$ cat config.mk
export PLATFORM = sky130hd
export DESIGN_NAME = aas_annunciator
export DESIGN_NICKNAME = d
export VERILOG_FILES = /design/src/core/aas_annunciator.v
export VERILOG_INCLUDE_DIRS = /design/src /design/src/core
export SDC_FILE = /design/constraint.sdc
export NUM_CORES = 1
export LEC_CHECK = 0
export BUFFER_PORTS_ARGS = -buffer_cell sky130_fd_sc_hd__buf_4
export CAP_MARGIN = 30
export CORE_MARGIN = 8
export CORE_UTILIZATION = 35
export CTS_BUF_LIST = sky130_fd_sc_hd__clkbuf_4 sky130_fd_sc_hd__clkbuf_8
export CTS_CLUSTER_SIZE = 10
export DETAILED_ROUTE_END_ITERATION = 10
export GPL_TIMING_DRIVEN = 0
export PLACE_DENSITY_LB_ADDON = 0.12
export SYNTH_ARGS = -nofsm -noshare
export SYNTH_HDL_FRONTEND = slang
export SYNTH_SLANG_ARGS = --single-unit
$ cat constraint.sdc
create_clock -name clk_i -period 10.2 [get_ports clk_i]
set_clock_uncertainty 0.05 [all_clocks]
set_input_delay 1.53 -clock clk_i [delete_from_list [all_inputs] [get_ports clk_i]]
set_output_delay 1.53 -clock clk_i [all_outputs]
set_load 0.1 [all_outputs]
$ cat src/core/aas_defines.vh
`ifndef AAS_DEFINES_VH
`define AAS_DEFINES_VH
// channel count: 10 assigned plus spare ways
`define AAS_NCH          12
// byte addresses of the register words
`define AAS_A_CTRL       8'h00
`define AAS_A_POL        8'h04
`define AAS_A_STAT       8'h08
`define AAS_A_LAMP       8'h0C
`define AAS_A_IRQ_STAT   8'h10
`define AAS_A_IRQ_CLR    8'h14
`define AAS_A_IRQ_EN     8'h18
// control word fields
`define AAS_CTL_AUTO_BIT 0
`define AAS_CTL_PER_LSB  1
`define AAS_CTL_PER_MSB  3
`define AAS_CTL_RST_VAL  32'h0000_0002
// auto-accept period limits in minutes
`define AAS_PER_MIN      3'h1
`define AAS_PER_MAX      3'h5
// timing at 20 MHz
`define AAS_CLK_HZ       20000000
`define AAS_DEB_MS       500
`define AAS_FLASH_HZ     3
`define AAS_DEB_CYC      ((`AAS_CLK_HZ / 1000) * `AAS_DEB_MS)
`define AAS_HALF_CYC     (`AAS_CLK_HZ / (2 * `AAS_FLASH_HZ))
`define AAS_MIN_CYC      (`AAS_CLK_HZ * 60)
// axi response codes
`define AAS_RESP_OK      2'h0
`define AAS_RESP_ERR     2'h2
// irq event bits
`define AAS_EV_ALARM     0
`define AAS_EV_AUTO      1
`endif

$ cat src/core/aas_annunciator.v
// Behaviour
// new alarm sounds horn, flashes lamp
// flash toggle between two and five hertz
// accept silences horn, flashing becomes steady
// lamp off after healthy and reset
// further alarm resounds horn and flashes
// auto accept after one to five minutes
// acceptance state kept locally per instance
// test lights lamps, horn, no alarm state
// inputs must persist half second first
// per channel polarity selects alarm sense
// field contact held for whole alarm
// spare channels identical to assigned ones
// group lamp test forces group lamps
// horn is or; buttons synced, edge-detected; code edge-detects accept and reset only, test is used as a level
//
// Decided for this implementation: the AXI4-Lite register port and the register offsets.
`include "aas_defines.vh"
`default_nettype none
module aas_annunciator #(
    parameter [31:0] DEB_CYC  = `AAS_DEB_CYC,
    parameter [31:0] HALF_CYC = `AAS_HALF_CYC,
    parameter [31:0] MIN_CYC  = `AAS_MIN_CYC
) (
    input  wire                    clk_i,
    input  wire                    reset_i,
    input  wire                    ce_i,
    input  wire [`AAS_NCH-1:0]     contact_i,
    input  wire                    accept_pb_i,
    input  wire                    reset_pb_i,
    input  wire                    test_pb_i,
    input  wire [1:0]              group_test_i,
    output reg  [`AAS_NCH-1:0]     lamp_o,
    output reg                     horn_o,
    output reg                     irq_o,
    input  wire                    s_axi_awvalid,
    output reg                     s_axi_awready,
    input  wire [7:0]              s_axi_awaddr,
    input  wire                    s_axi_wvalid,
    output reg                     s_axi_wready,
    input  wire [31:0]             s_axi_wdata,
    input  wire [3:0]              s_axi_wstrb,
    output reg                     s_axi_bvalid,
    input  wire                    s_axi_bready,
    output reg  [1:0]              s_axi_bresp,
    input  wire                    s_axi_arvalid,
    output reg                     s_axi_arready,
    input  wire [7:0]              s_axi_araddr,
    output reg                     s_axi_rvalid,
    input  wire                    s_axi_rready,
    output reg  [31:0]             s_axi_rdata,
    output reg  [1:0]              s_axi_rresp
);
    localparam N    = `AAS_NCH;
    localparam HALF = N / 2;

    // per-channel state
    reg  [31:0]  deb_cnt_ff [0:N-1];   // persistence counters
    reg  [N-1:0] alarm_ff;             // debounced alarm level
    reg  [N-1:0] unack_ff;             // flashing, not yet accepted
    reg  [N-1:0] latched_ff;           // lit until healthy and reset
    reg  [N-1:0] raw_ff;               // sampled contacts
    // pushbutton synchronisers
    reg  [2:0]   acc_sy_ff;
    reg  [2:0]   rst_sy_ff;
    reg  [1:0]   tst_sy_ff;
    reg  [3:0]   grp_sy_ff;
    // timers
    reg  [31:0]  flash_cnt_ff;
    reg          flash_ff;
    reg  [31:0]  auto_cnt_ff;
    reg  [2:0]   auto_min_ff;
    // registers
    reg  [31:0]  ctrl_ff;
    reg  [N-1:0] pol_ff;
    reg  [1:0]   irq_stat_ff;
    reg  [1:0]   irq_en_ff;
    // axi write capture
    reg          aw_got_ff;
    reg          w_got_ff;
    reg  [7:0]   aw_addr_ff;
    reg  [31:0]  w_data_ff;
    reg  [3:0]   w_strb_ff;

    // merge a write word under byte strobes
    function [31:0] strb_merge;
        input [31:0] old_v;
        input [31:0] new_v;
        input [3:0]  strb;
        integer b;
        begin
            strb_merge = old_v;
            for (b = 0; b < 4; b = b + 1) begin
                if (strb[b])
                    strb_merge[b*8 +: 8] = new_v[b*8 +: 8];
            end
        end
    endfunction

    // clamp the period field to its legal span
    function [2:0] per_clamp;
        input [2:0] v;
        begin
            if (v < `AAS_PER_MIN)
                per_clamp = `AAS_PER_MIN;
            else if (v > `AAS_PER_MAX)
                per_clamp = `AAS_PER_MAX;
            else
                per_clamp = v;
        end
    endfunction

    // button edges, only from the second stage onward
    wire         acc_rise = acc_sy_ff[1] & ~acc_sy_ff[2];
    wire         rst_rise = rst_sy_ff[1] & ~rst_sy_ff[2];
    wire         tst_lvl  = tst_sy_ff[1];
    wire [1:0]   grp_lvl  = grp_sy_ff[3:2];
    // alarm in the active sense per channel
    wire [N-1:0] sense    = raw_ff ^ pol_ff;
    wire [N-1:0] new_al   = sense & ~alarm_ff;
    // write commit when both halves are in
    wire         wr_go    = aw_got_ff & w_got_ff & ~s_axi_bvalid;
    wire         auto_on  = ctrl_ff[`AAS_CTL_AUTO_BIT];
    wire [2:0]   per_sel  = per_clamp(ctrl_ff[`AAS_CTL_PER_MSB:`AAS_CTL_PER_LSB]);
    wire         auto_hit = auto_on & (|unack_ff) & (auto_cnt_ff == MIN_CYC - 32'h1)
                            & (auto_min_ff == per_sel - 3'h1);
    wire [N-1:0] debounced;
    wire         ack_now  = acc_rise | auto_hit;
    // polarity word merged under strobes, cut to the channel count
    wire [31:0]  pol_merged = strb_merge({{(32-N){1'b0}}, pol_ff}, w_data_ff, w_strb_ff);

    integer i;
    integer j;

    // debounce each channel with its own counter
    genvar g;
    generate
        for (g = 0; g < N; g = g + 1) begin : ch
            assign debounced[g] = (deb_cnt_ff[g] == DEB_CYC - 32'h1) & (sense[g] ^ alarm_ff[g]);
            always @(posedge clk_i) begin
                if (reset_i) begin
                    deb_cnt_ff[g] <= 32'h0;
                end else if (ce_i) begin
                    // count while sense differs, restart on any bounce
                    if (sense[g] == alarm_ff[g])
                        deb_cnt_ff[g] <= 32'h0;
                    else if (!debounced[g])
                        deb_cnt_ff[g] <= deb_cnt_ff[g] + 32'h1;
                    else
                        deb_cnt_ff[g] <= 32'h0;
                end
            end
        end
    endgenerate

    // sampling and button synchronisers
    always @(posedge clk_i) begin
        if (reset_i) begin
            raw_ff    <= {N{1'b0}};
            acc_sy_ff <= 3'h0;
            rst_sy_ff <= 3'h0;
            tst_sy_ff <= 2'h0;
            grp_sy_ff <= 4'h0;
        end else if (ce_i) begin
            raw_ff    <= contact_i;
            acc_sy_ff <= {acc_sy_ff[1:0], accept_pb_i};
            rst_sy_ff <= {rst_sy_ff[1:0], reset_pb_i};
            tst_sy_ff <= {tst_sy_ff[0], test_pb_i};
            grp_sy_ff <= {grp_sy_ff[1:0], group_test_i};
        end
    end

    // alarm sequence per channel, same logic for spares
    always @(posedge clk_i) begin
        if (reset_i) begin
            alarm_ff   <= {N{1'b0}};
            unack_ff   <= {N{1'b0}};
            latched_ff <= {N{1'b0}};
        end else if (ce_i) begin
            for (i = 0; i < N; i = i + 1) begin
                if (debounced[i])
                    alarm_ff[i] <= ~alarm_ff[i];
                if (debounced[i] && !alarm_ff[i]) begin
                    // new alarm wins over accept in the same cycle
                    unack_ff[i]   <= 1'b1;
                    latched_ff[i] <= 1'b1;
                end else begin
                    if (ack_now)
                        unack_ff[i] <= 1'b0;
                    if (rst_rise && !alarm_ff[i] && !unack_ff[i])
                        latched_ff[i] <= 1'b0;
                end
            end
        end
    end

    // flash toggle at a fixed rate
    always @(posedge clk_i) begin
        if (reset_i) begin
            flash_cnt_ff <= 32'h0;
            flash_ff     <= 1'b0;
        end else if (ce_i) begin
            if (flash_cnt_ff == HALF_CYC - 32'h1) begin
                flash_cnt_ff <= 32'h0;
                flash_ff     <= ~flash_ff;
            end else begin
                flash_cnt_ff <= flash_cnt_ff + 32'h1;
            end
        end
    end

    // auto-accept timer, restarted by every new alarm
    always @(posedge clk_i) begin
        if (reset_i) begin
            auto_cnt_ff <= 32'h0;
            auto_min_ff <= 3'h0;
        end else if (ce_i) begin
            if (!auto_on || !(|unack_ff) || (|(new_al & debounced)) || auto_hit) begin
                auto_cnt_ff <= 32'h0;
                auto_min_ff <= 3'h0;
            end else if (auto_cnt_ff == MIN_CYC - 32'h1) begin
                auto_cnt_ff <= 32'h0;
                auto_min_ff <= auto_min_ff + 3'h1;
            end else begin
                auto_cnt_ff <= auto_cnt_ff + 32'h1;
            end
        end
    end

    // lamp and horn outputs; test touches no alarm state
    always @(posedge clk_i) begin
        if (reset_i) begin
            lamp_o <= {N{1'b0}};
            horn_o <= 1'b0;
        end else if (ce_i) begin
            for (j = 0; j < N; j = j + 1) begin
                lamp_o[j] <= tst_lvl | grp_lvl[j / HALF]
                             | (unack_ff[j] ? flash_ff : latched_ff[j]);
            end
            horn_o <= (|unack_ff) | tst_lvl;
        end
    end

    // interrupt status, set wins over clear
    always @(posedge clk_i) begin
        if (reset_i) begin
            irq_stat_ff <= 2'h0;
            irq_o       <= 1'b0;
        end else if (ce_i) begin
            irq_stat_ff <= (irq_stat_ff
                           & ~((wr_go && aw_addr_ff == `AAS_A_IRQ_CLR) ? w_data_ff[1:0] : 2'h0))
                           | {auto_hit, |(new_al & debounced)};
            irq_o       <= |(irq_stat_ff & irq_en_ff);
        end
    end

    // axi write channel, address and data in either order
    always @(posedge clk_i) begin
        if (reset_i) begin
            s_axi_awready <= 1'b1;
            s_axi_wready  <= 1'b1;
            s_axi_bvalid  <= 1'b0;
            s_axi_bresp   <= `AAS_RESP_OK;
            aw_got_ff     <= 1'b0;
            w_got_ff      <= 1'b0;
            aw_addr_ff    <= 8'h0;
            w_data_ff     <= 32'h0;
            w_strb_ff     <= 4'h0;
            ctrl_ff       <= `AAS_CTL_RST_VAL;
            pol_ff        <= {N{1'b0}};
            irq_en_ff     <= 2'h0;
        end else if (ce_i) begin
            if (s_axi_awvalid && s_axi_awready) begin
                aw_addr_ff    <= s_axi_awaddr;
                aw_got_ff     <= 1'b1;
                s_axi_awready <= 1'b0;
            end
            if (s_axi_wvalid && s_axi_wready) begin
                w_data_ff    <= s_axi_wdata;
                w_strb_ff    <= s_axi_wstrb;
                w_got_ff     <= 1'b1;
                s_axi_wready <= 1'b0;
            end
            if (wr_go) begin
                s_axi_bvalid <= 1'b1;
                s_axi_bresp  <= `AAS_RESP_OK;
                case (aw_addr_ff)
                    `AAS_A_CTRL: ctrl_ff <= strb_merge(ctrl_ff, w_data_ff, w_strb_ff);
                    `AAS_A_POL:  pol_ff <= pol_merged[N-1:0];
                    `AAS_A_IRQ_EN: irq_en_ff <= w_data_ff[1:0];
                    `AAS_A_IRQ_CLR: ;
                    default: s_axi_bresp <= `AAS_RESP_ERR;
                endcase
            end
            if (s_axi_bvalid && s_axi_bready) begin
                s_axi_bvalid  <= 1'b0;
                aw_got_ff     <= 1'b0;
                w_got_ff      <= 1'b0;
                s_axi_awready <= 1'b1;
                s_axi_wready  <= 1'b1;
            end
        end
    end

    // axi read channel
    always @(posedge clk_i) begin
        if (reset_i) begin
            s_axi_arready <= 1'b1;
            s_axi_rvalid  <= 1'b0;
            s_axi_rdata   <= 32'h0;
            s_axi_rresp   <= `AAS_RESP_OK;
        end else if (ce_i) begin
            if (s_axi_arvalid && s_axi_arready) begin
                s_axi_arready <= 1'b0;
                s_axi_rvalid  <= 1'b1;
                s_axi_rresp   <= `AAS_RESP_OK;
                case (s_axi_araddr)
                    `AAS_A_CTRL:     s_axi_rdata <= ctrl_ff;
                    `AAS_A_POL:      s_axi_rdata <= {{(32-N){1'b0}}, pol_ff};
                    `AAS_A_STAT:     s_axi_rdata <= {{(32-2*N){1'b0}}, unack_ff, alarm_ff};
                    `AAS_A_LAMP:     s_axi_rdata <= {{(32-N){1'b0}}, latched_ff};
                    `AAS_A_IRQ_STAT: s_axi_rdata <= {30'h0, irq_stat_ff};
                    `AAS_A_IRQ_EN:   s_axi_rdata <= {30'h0, irq_en_ff};
                    `AAS_A_IRQ_CLR:  s_axi_rdata <= 32'h0;
                    default: begin
                        s_axi_rdata <= 32'h0;
                        s_axi_rresp <= `AAS_RESP_ERR;
                    end
                endcase
            end
            if (s_axi_rvalid && s_axi_rready) begin
                s_axi_rvalid  <= 1'b0;
                s_axi_arready <= 1'b1;
            end
        end
    end
endmodule
`default_nettype wire

Word-level counts from Yosys, hierarchy flattened
Memory sizes are Yosys's and may differ from the RTL's.
Index checks and enable logic that the tools add are counted.
- register bits after elaboration: 277
- memory bits (writable): 384
- output and inout port bits: 55
- memories kept: 1
- add/subtract/negate cells: 16
- magnitude comparators: 2
- equality and inequality tests: 36
- multiplexer cells: 280
- bitwise gates (word level): 107
- reductions and logical operators: 160
- memories (name ; words ; width ; rd ports ; clocked after memory_dff ; wr ports ; line ; RTL):
    deb_cnt_ff ; 12 ; 32 ; 12 ; 0 ; 12 ; aas_annunciator.v:58 ; reg [31:0] deb_cnt_ff [0:N-1];
- operators by type and width (cell ; number):
    2-to-1 mux 32 bit ; 39
    adder 32 x 1 -> 32 bit, second input constant ; 14
    == test 32 x 24 -> 1 bit, second input constant ; 12
    2-to-1 mux 1 bit ; 233
    one-hot mux 32 bit (6 select lines) ; 1
    AND reduction 2 bit ; 46
    nonzero test 2 bit ; 29
    bitwise OR 1 bit ; 52
    logical AND 1 bit ; 42
    == test 8 x 5 -> 1 bit, second input constant ; 5
    == test 32 x 22 -> 1 bit, second input constant ; 1
    == test 32 x 31 -> 1 bit, second input constant ; 1
    zero test 1 bit ; 26
    AND 12 bit ; 2
    AND reduction 4 bit ; 6
    OR reduction 12 bit ; 2
    AND 1 bit ; 19
    == test 8 x 3 -> 1 bit, second input constant ; 2
    == test 8 x 4 -> 1 bit, second input constant ; 2
    zero test 8 bit ; 2
    inverter 1 bit ; 16
    == test 1 bit ; 12
    2-to-1 mux 3 bit ; 4
    inverter 12 bit ; 1
    other kinds (16) ; 32

Longest topological paths before layout
Gate-level depths: netlist (run 1).
- word-level depth: 10
- depth in mapped cells: 11
- gate-level depth less buffers: 10

Least setup slack after synthesis (run 1)
OpenSTA, ideal clock, no wires.
- path kind: input-to-reg
- start: in ce_i
- end: reg auto_min_ff[1]
- setup time: 0.119 ns
- arrival time: 10.332 ns
- required time: 10.031 ns
- setup slack: -0.301 ns
- stages on the path: 5
- path buffers: 1
- cells stage by stage: clkbuf_1 nor2_1 inv_1 o21a_4 a2bb2o_2
- longest elaborated chain between the ends: 1
- RTL lines (element ; line ; RTL):
    from (decl) ; aas_annunciator.v:27 ; input wire ce_i,
    AND reduction 2 bit (no line) ; -- ;
    to (signal assigned) ; aas_annunciator.v:223 ; auto_min_ff <= auto_min_ff + 3'h1;
    to (decl) ; aas_annunciator.v:72 ; reg [2:0] auto_min_ff;
No other way between the ends.
A chain may end at the register's enable or synchronous reset.

==> reports/qor.json, run 1 <==
{
  "die-height_um": 323,
  "avgSynthCellArea_sq_um": 9.50,
  "cp-start-kind": "input port",
  "route.antenna.remaining_nets": 0,
  "grt_antenna_before_repair": 3,
  "worst-path-max-fanout": 10,
  "maxCapViolations": 0,
  "vias_in_the_first_global_route": 24590,
  "post-place-cells": 4880,
  "synth_warnings": 0,
  "synth_seq_cells": 659,
  "run_status": "complete, no violations",
  "vias": 25701,
  "clk-insertion-delay-late_ns": 0.76,
  "vdd.ir_drop.worst_mv": 0.0994,
  "post_cts_hold_buffer_count": 0,
  "cellPowerDensity_nw_per_um2": 157,
  "critical_path.startpoint": "ce_i",
  "grt_pass1_wl_um": 143000,
  "placed_area_sq_um": 35900,
  "cts_tree": "done",
  "stdcell_area_sq_um": 38500,
  "nNetsFinal": 3862,
  "synth_async_sr_flop_share_pct": 0,
  "holdCritPathClass": "flop to flop",
  "row_count": 112,
  "cellLeakagePower_nw": 13.0,
  "first_pass_iters": 5,
  "gr-total-overflow": 0,
  "cts_setup_buffers": 0,
  "cts_buffers": 120,
  "io_pins": 132,
  "p_total_mw": 6.05,
  "dr_wl_cell_um": 17.9,
  "place_congestion": 0.829,
  "start_util_pct": 35.4,
  "setup_total_negative_slack_ns": 0,
  "ys_top_cells_by_area": "edfxtp_1 35%, dfxtp_1 17%, xor2_1 7.0%, nor2_1 6.8%, nand2_1 4.7%",
  "grtUsageTotal_pct": 17.1,
  "synth_cells": 3479,
  "syn_area_sq_um": 33100,
  "yosys.cell_count.top_type": "nor2_1",
  "design.die.area_sq_um": 105000,
  "core_area_sq_um": 93500,
  "final-setup-viol-count": 0,
  "routed_wl_um": 91400,
  "layout-drive-gt1-share_pct": 10.8,
  "area_growth_syn_to_layout_pct": 16.3,
  "finalWorstPathRequiredPeriod_ns": 4.33,
  "clk_pin_slew_worst_paths_ns": 0.06,
  "synth_enable_flop_cells": 384,
  "fmax_ghz": 0.231,
  "hpwl_um": 66000,
  "timing_worst_slew_pin_value_ns": 1.05,
  "grt_start_max_net_pins": 41,
  "critPathCapture": "auto_cnt_ff[19]$_SDFFE_PP0P_",
  "worst_r2r_path_depth": 9,
  "numPortBuffers": 126,
  "maxSlewHeadroom_pct": 30.0,
  "synth_flop_cell": "edfxtp_1",
  "drt_iter0_drc": 1789,
  "h-tree-depth": 3,
  "final.setup.worst_slack_ns": 5.87,
  "ys_top_cells_by_count": "600 x nor2_1, 414 x nand2_1, 384 x edfxtp_1, 275 x dfxtp_1, 265 x xor2_1",
  "synth_top_cell_by_area": "edfxtp_1",
  "floorplan.die.width_um": 323,
  "timing_max_transition_violations_final": 0,
  "final_cell_count_no_fill": 5098,
  "pre_cts_ws_ns": 5.02,
  "cts_resized": 0,
  "count_of_clock_tree_sinks": 659,
  "top_area_cell_type_share_of_the_netlist_area_pct": 34.9,
  "report.final.hold_viol_count": 0,
  "worstReg2RegStart": "deb_cnt_ff[1][60]$_SDFFCE_PP0P_",
  "max-clock-path-buffers": 3,
  "reg2reg_to": "auto_cnt_ff[21]$_SDFFE_PP0P_",
  "cts.root.buffer_cell": "clkbuf_8",
  "arrival_ns": 4.93,
  "viasPerCell": 5.04,
  "timing.final.crit_share_pct": 42.5,
  "crit_path_end_kind": "flop",
  "detail_route.drc_violations": 0,
  "timing_worst_setup_path_type": "input port to flop",
  "r2r_setup_slack_ns": 6.76,
  "post_synth_num_cell_types": 66,
  "timing.critical_path.required_ns": 10.80,
  "rsz0062_at_grt": "no",
  "seq_area_frac_synth_pct": 51.5
}
-- routing by layer --
layer | share of wire [%] | global-route usage [%] | routed length, um
met2 | 45 | 26.4 | 40800
met5 | 0 | 0 | 0
met4 | 2.4 | 4.74 | 2190
met3 | 4.7 | 3.34 | 4260
met1 | 48 | 24.3 | 44200
-- power breakdown --
| group | switching (mW) | internal, mW | leakage, nW |
|---|---|---|---|
| sequential | 0.106 | 2.91 | 6.50 |
| clock | 1.14 | 1.54 | 1.38 |
| combinational | 0.225 | 0.125 | 5.10 |
| total | 1.47 | 4.58 | 13.0 |
-- worst min-delay path by stage --
stage,slack (ns),startpoint,cells past startpoint,to
floorplan,0.38,ctrl_ff[12]$_SDFFE_PP0P_,2,ctrl_ff[12]$_SDFFE_PP0P_
global placement,0.39,ctrl_ff[30]$_SDFFE_PP0P_,2,ctrl_ff[30]$_SDFFE_PP0P_
detailed placement,0.40,aw_addr_ff[1]$_SDFFE_PP0P_,2,aw_addr_ff[1]$_SDFFE_PP0P_
CTS,0.40,aw_addr_ff[1]$_SDFFE_PP0P_,2,aw_addr_ff[1]$_SDFFE_PP0P_
global route,0.41,ctrl_ff[29]$_SDFFE_PP0P_,2,ctrl_ff[29]$_SDFFE_PP0P_
finish,0.40,ctrl_ff[30]$_SDFFE_PP0P_,2,ctrl_ff[30]$_SDFFE_PP0P_
-- per-stage QoR --
step | hold slack, ns | util, %
finish | 0.401 | 41.1
global route | 0.414 | 41.1
CTS | 0.403 | 41.1
detailed placement | 0.396 | 38.4
global placement | 0.391 | 38.1
floorplan | 0.379 | -
-- layout make-up --
type,instances,area (sq um)
fillers,9444,55000
flip-flops and latches,659,17000
multi-input cells,2612,15200
clock buffers,191,2340
well taps,1254,1570
repair buffers,146,1230
plain buffers,139,546
inverters,70,267
clock inverters,26,231
diodes,1,2.50
-- registers in the layout (all words and copies together) (netlist names), 4 cells and up --
signal,flops
latched_ff,12
grp_sy_ff,4
auto_cnt_ff,32
aw_addr_ff,8
deb_cnt_ff,384
flash_cnt_ff,32
alarm_ff,12
unack_ff,12
ctrl_ff,32
raw_ff,12
w_data_ff,32
w_strb_ff,4
pol_ff,12
lamp_o,12
s_axi_rdata,32
-- worst max-delay path, stage by stage --
cell and delay [ns]:
buf_4 0.11, clkbuf_1 0.52, nand2_1 0.62, clkbuf_1 0.54, nor3_1 0.90, clkbuf_1 0.44
nand4_1 0.15, nand3_1 0.09
-- layout by cell type, fill, tap and decap left out, types with 13 or more instances in the layout --
| cell | count |
|---|---|
| ha_1 | 37 |
| mux2_2 | 25 |
| buf_2 | 13 |
| xnor2_1 | 141 |
| dfxtp_1 | 275 |
| nor2b_1 | 15 |
| o21ai_0 | 34 |
| nand4_1 | 130 |
| and4_1 | 22 |
| edfxtp_1 | 384 |
| clkbuf_4 | 46 |
| or3_1 | 46 |
| nand3_1 | 194 |
| o31ai_1 | 13 |
| nor4b_1 | 39 |
| buf_4 | 128 |
| and3_1 | 77 |
| clkbuf_8 | 145 |
| nand2_1 | 414 |
| xor2_1 | 265 |
| nor4_1 | 86 |
| mux2i_1 | 38 |
| a21oi_1 | 158 |
| o22ai_1 | 19 |
| or4_1 | 16 |
| and2_1 | 27 |
| inv_1 | 67 |
| nand3b_1 | 16 |
| clkbuf_1 | 118 |
| nor3_1 | 60 |
| nor4bb_1 | 13 |
| nand2b_1 | 24 |
| a22oi_1 | 32 |
| nor2_1 | 600 |
-- kinds of logic (layout without fill, tap and decap cells) --
kind of cell    Yosys count  after routing  synth area share, %
xor+xnor                406            406                 10.8
simple gates           1809           1809                 26.6
buf+inv                 209            572                 2.44
fa+ha+maj                37             37                 1.40
mux                      64             64                 2.07
other cells               1              3               0.0113
flops                   659            659                 51.5
compound gates          294            294                 5.21
Note: power is estimated with default switching activity, not from simulation.
==> inputs of run 2 (changes only) <==
--- a/config.mk
+++ b/config.mk
@@ -6,6 +6,7 @@
 export SDC_FILE = /design/constraint.sdc
 export NUM_CORES = 1
 export LEC_CHECK = 0
+export ABC_AREA = 1
 export BUFFER_PORTS_ARGS = -buffer_cell sky130_fd_sc_hd__buf_4
 export CAP_MARGIN = 30
 export CORE_MARGIN = 8
==> constraint.sdc (replaced) <==
create_clock -name clk_i -period 4.1 [get_ports clk_i]
set_clock_uncertainty 0.05 [all_clocks]
set_input_delay 0.615 -clock clk_i [delete_from_list [all_inputs] [get_ports clk_i]]
set_output_delay 0.615 -clock clk_i [all_outputs]
set_load 0.1 [all_outputs]
==> reports/qor.json, run 2 <==
{
  "cellLeakagePower_nw": 15.4,
  "maxSlewHeadroom_pct": 31.0,
  "crit_path_end_kind": "flop",
  "timing.critical_path.cells": "ha_1, nand3_1, nor2_1, nand3_1, nor2_1, nand2_1, nand3_1, inv_1, clkbuf_1, nand3_1, inv_1",
  "die-height_um": 333,
  "switching_share_pct": 25.2,
  "ys_top_cells_by_count": "804 x nand2_1, 618 x nor2_1, 598 x inv_1, 384 x edfxtp_1, 332 x a21oi_1",
  "arrival_ns": 3.56,
  "worstHoldEndpoint": "aw_addr_ff[1]$_SDFFE_PP0P_",
  "cts_setup_buffers": 0,
  "design.die.area_sq_um": 111000,
  "power_switching_mw": 3.84,
  "syn_area_sq_um": 35100,
  "worst-path-max-fanout": 10,
  "synth_flop_cell": "edfxtp_1",
  "avgSynthCellArea_sq_um": 7.95,
  "timing_max_transition_violations_final": 0,
  "grtUsageTotal_pct": 18.0,
  "run_status": "complete, no violations",
  "timing.critical_path.required_ns": 4.55,
  "placed_area_sq_um": 37800,
  "clk-insertion-delay-late_ns": 0.77,
  "busiest_layer": "met1",
  "vias": 30417,
  "reg_with_most_ffs": "deb_cnt_ff",
  "cp-start-kind": "flop",
  "numPortBuffers": 128,
  "stdcell_area_sq_um": 40600,
  "cts_buffers": 120,
  "vdd.ir_drop.worst_mv": 0.222,
  "grtUsageMet2_pct": 26.4,
  "synth_cells": 4421,
  "globalRouteMet3Util_pct": 3.25,
  "nNetsFinal": 4805,
  "max-clock-path-buffers": 3,
  "layout-drive-gt1-share_pct": 9.62,
  "hpwl_um": 75800,
  "first_pass_iters": 6,
  "timing_worst_setup_path_type": "flop to flop",
  "detail_route.drc_violations": 0,
  "multi_input_area_sq_um": 15400,
  "row_count": 116,
  "timing_worst_slew_pin_value_ns": 1.03,
  "synth_top_cell_by_area": "edfxtp_1",
  "holdCritPathClass": "input port to flop",
  "pwr-share-comb_pct": 6.2,
  "cts_tree": "done",
  "worst_path_largest_cell_delay_ns": 0.44,
  "gr-total-overflow": 0,
  "io_pins": 132,
  "area_growth_syn_to_layout_pct": 15.5,
  "route.antenna.remaining_nets": 0,
  "worst_hold_path.num_cells": 3,
  "timing.critical_path.mode_cell": "nand3_1",
  "layout.cells.most_common": "nand2_1",
  "timing.final.crit_share_pct": 75.8,
  "maxCapViolations": 0,
  "floorplan.die.width_um": 333,
  "routed_wl_um": 103000,
  "dr_wl_cell_um": 17.0,
  "synth_async_sr_flop_share_pct": 0,
  "seq_pwr_share_pct": 49.0,
  "final-setup-viol-count": 0,
  "h-tree-depth": 3,
  "grt_pass1_wl_um": 163000,
  "grt_start_max_net_pins": 139,
  "synth_warnings": 0,
  "place_congestion": 0.847,
  "post-place-cells": 5852,
  "r2r_setup_slack_ns": 0.99,
  "timing.critical_path.slowest_stage_cell": "nand3_1",
  "drt_iter0_drc": 2415,
  "post_synth_num_cell_types": 59,
  "core_area_sq_um": 99900,
  "seqCellArea_sq_um": 17000,
  "count_of_clock_tree_sinks": 659,
  "rsz0062_at_grt": "no",
  "seq_area_frac_synth_pct": 48.5,
  "fmax_ghz": 0.322,
  "largest_reg_flops": 384,
  "viasPerCell": 4.99,
  "worst_r2r_path_depth": 11,
  "reg2reg_to": "deb_cnt_ff[2][56]$_SDFFCE_PP0P_",
  "synth_seq_cells": 659,
  "cellPowerDensity_nw_per_um2": 376,
  "start_util_pct": 35.2,
  "vias_in_the_first_global_route": 28865,
  "clk_pin_slew_worst_paths_ns": 0.06,
  "top_area_cell_type_share_of_the_netlist_area_pct": 32.8,
  "final_cell_count_no_fill": 6094,
  "finalWorstPathRequiredPeriod_ns": 3.11,
  "worstReg2RegStart": "deb_cnt_ff[2][32]$_SDFFCE_PP0P_",
  "grt_antenna_before_repair": 3,
  "hold_path_startpoint": "s_axi_awaddr[1]",
  "cts.root.buffer_cell": "clkbuf_8",
  "nFillCells": 10286,
  "report.final.hold_viol_count": 0,
  "intPower_mw": 11.4,
  "yosys.cell_count.top_type": "nand2_1",
  "synth_enable_flop_cells": 384,
  "top_library_cells_by_usage_in_the_layout_fill_and_taps_aside": "804 x nand2_1, 618 x nor2_1, 598 x inv_1",
  "cts_resized": 0,
  "ys_top_cells_by_area": "edfxtp_1 33%, dfxtp_1 16%, nand2_1 8.6%, nor2_1 6.6%, inv_1 6.4%",
  "p_clk_share_pct": 44.8,
  "groute.layer.met1.usage_pct": 26.9
}
-- run 2: cell count changes in the layout (fill, tap and decap cells not counted), sizes merged, moves of 42 or more --
cell	previous run	this run
nand3	194	250
or3	46	4
and3	77	13
o21ai	36	208
o21a	3	47
a21oi	158	332
nor3	61	223
xor2	265	91
inv	71	602
nand2	414	809
xnor2	141	46
-- run 2: layer usage --
metal	wire, um	part of all wire (%)
met5	0	0
met4	3080	3.0
met3	5900	5.7
met2	42400	41
met1	52200	50
-- run 2: timing repair --
item	in CTS	in global routing
endpoints found under the hold margin	14	0
endpoints found under the setup margin	0	0
hold buffers	14	0
-- run 2: worst max path at each step --
stage	startpoint	endpoint	slack, ns	cells after the start
after floorplan	ce_i	deb_cnt_ff[0][0]$_SDFFCE_PP0P_	0.97	4
after global placement	ce_i	deb_cnt_ff[2][32]$_SDFFCE_PP0P_	-0.53	4
after detailed placement	ce_i	deb_cnt_ff[2][29]$_SDFFCE_PP0P_	0.42	9
after CTS	deb_cnt_ff[1][88]$_SDFFCE_PP0P_	deb_cnt_ff[1][85]$_SDFFCE_PP0P_	0.84	9
after global routing	deb_cnt_ff[2][32]$_SDFFCE_PP0P_	deb_cnt_ff[2][57]$_SDFFCE_PP0P_	0.70	11
final	deb_cnt_ff[2][32]$_SDFFCE_PP0P_	deb_cnt_ff[2][56]$_SDFFCE_PP0P_	0.99	11
-- run 2: final cells by class --
cell class / instances / share of cell area (%)
sequential: 659 / 42.0
clock buffer: 203 / 5.88
antenna: 2 / 0.0123
multi-input combinational: 3058 / 38.0
inverter: 605 / 5.60
tap: 1298 / 4.00
buffer: 100 / 1.08
timing repair buffer: 147 / 2.89
clock inverter: 22 / 0.552
-- run 2: critical path: cells and delay by family, from the launching register on --
kind	cells	cell delay, ns
fa+ha+maj	1	0.20
flops	1	0.37
simple gates	7	1.63
buf+inv	3	0.60
-- run 2: cell families (layout without fill, tap and decap cells) --
| kind of cell | Yosys count | after routing | share of synthesized area [%] |
|---|---|---|---|
| AO/OA/AOI/OAI | 688 | 688 | 10.9 |
| XOR/XNOR | 137 | 137 | 3.41 |
| adder cells (fa/ha/maj) | 37 | 37 | 1.32 |
| buffers and inverters | 705 | 1077 | 7.65 |
| flip-flops | 659 | 659 | 48.5 |
| other | 1 | 4 | 0.0107 |
| AND/OR/NAND/NOR | 2194 | 2194 | 28.2 |
-- run 2: per-stage QoR --
stage	hold slack [ns]	worst slack, ns	setup TNS [ns]	power [mW]	util [%]
4_1_cts	0.00162	0.843	0	15.5	40.6
2_1_floorplan	0.373	0.970	0	8.15	-
6_report	0.0745	0.993	0	15.2	40.6
5_1_grt	0.0212	0.699	0	15.9	40.6
3_3_place_gp	0.388	-0.533	-179.42	8.55	37.8
3_5_place_dp	0.388	0.422	0	8.54	37.9
-- run 2: power groups by stage --
stage	Combinational, mW	Sequential, mW	Clock, mW
final	0.938	7.48	6.83
after floorplan	0.523	7.63	0
after CTS	0.948	7.47	7.06
after global placement	0.920	7.63	0
after detailed placement	0.932	7.61	0
after global routing	1.04	7.51	7.32
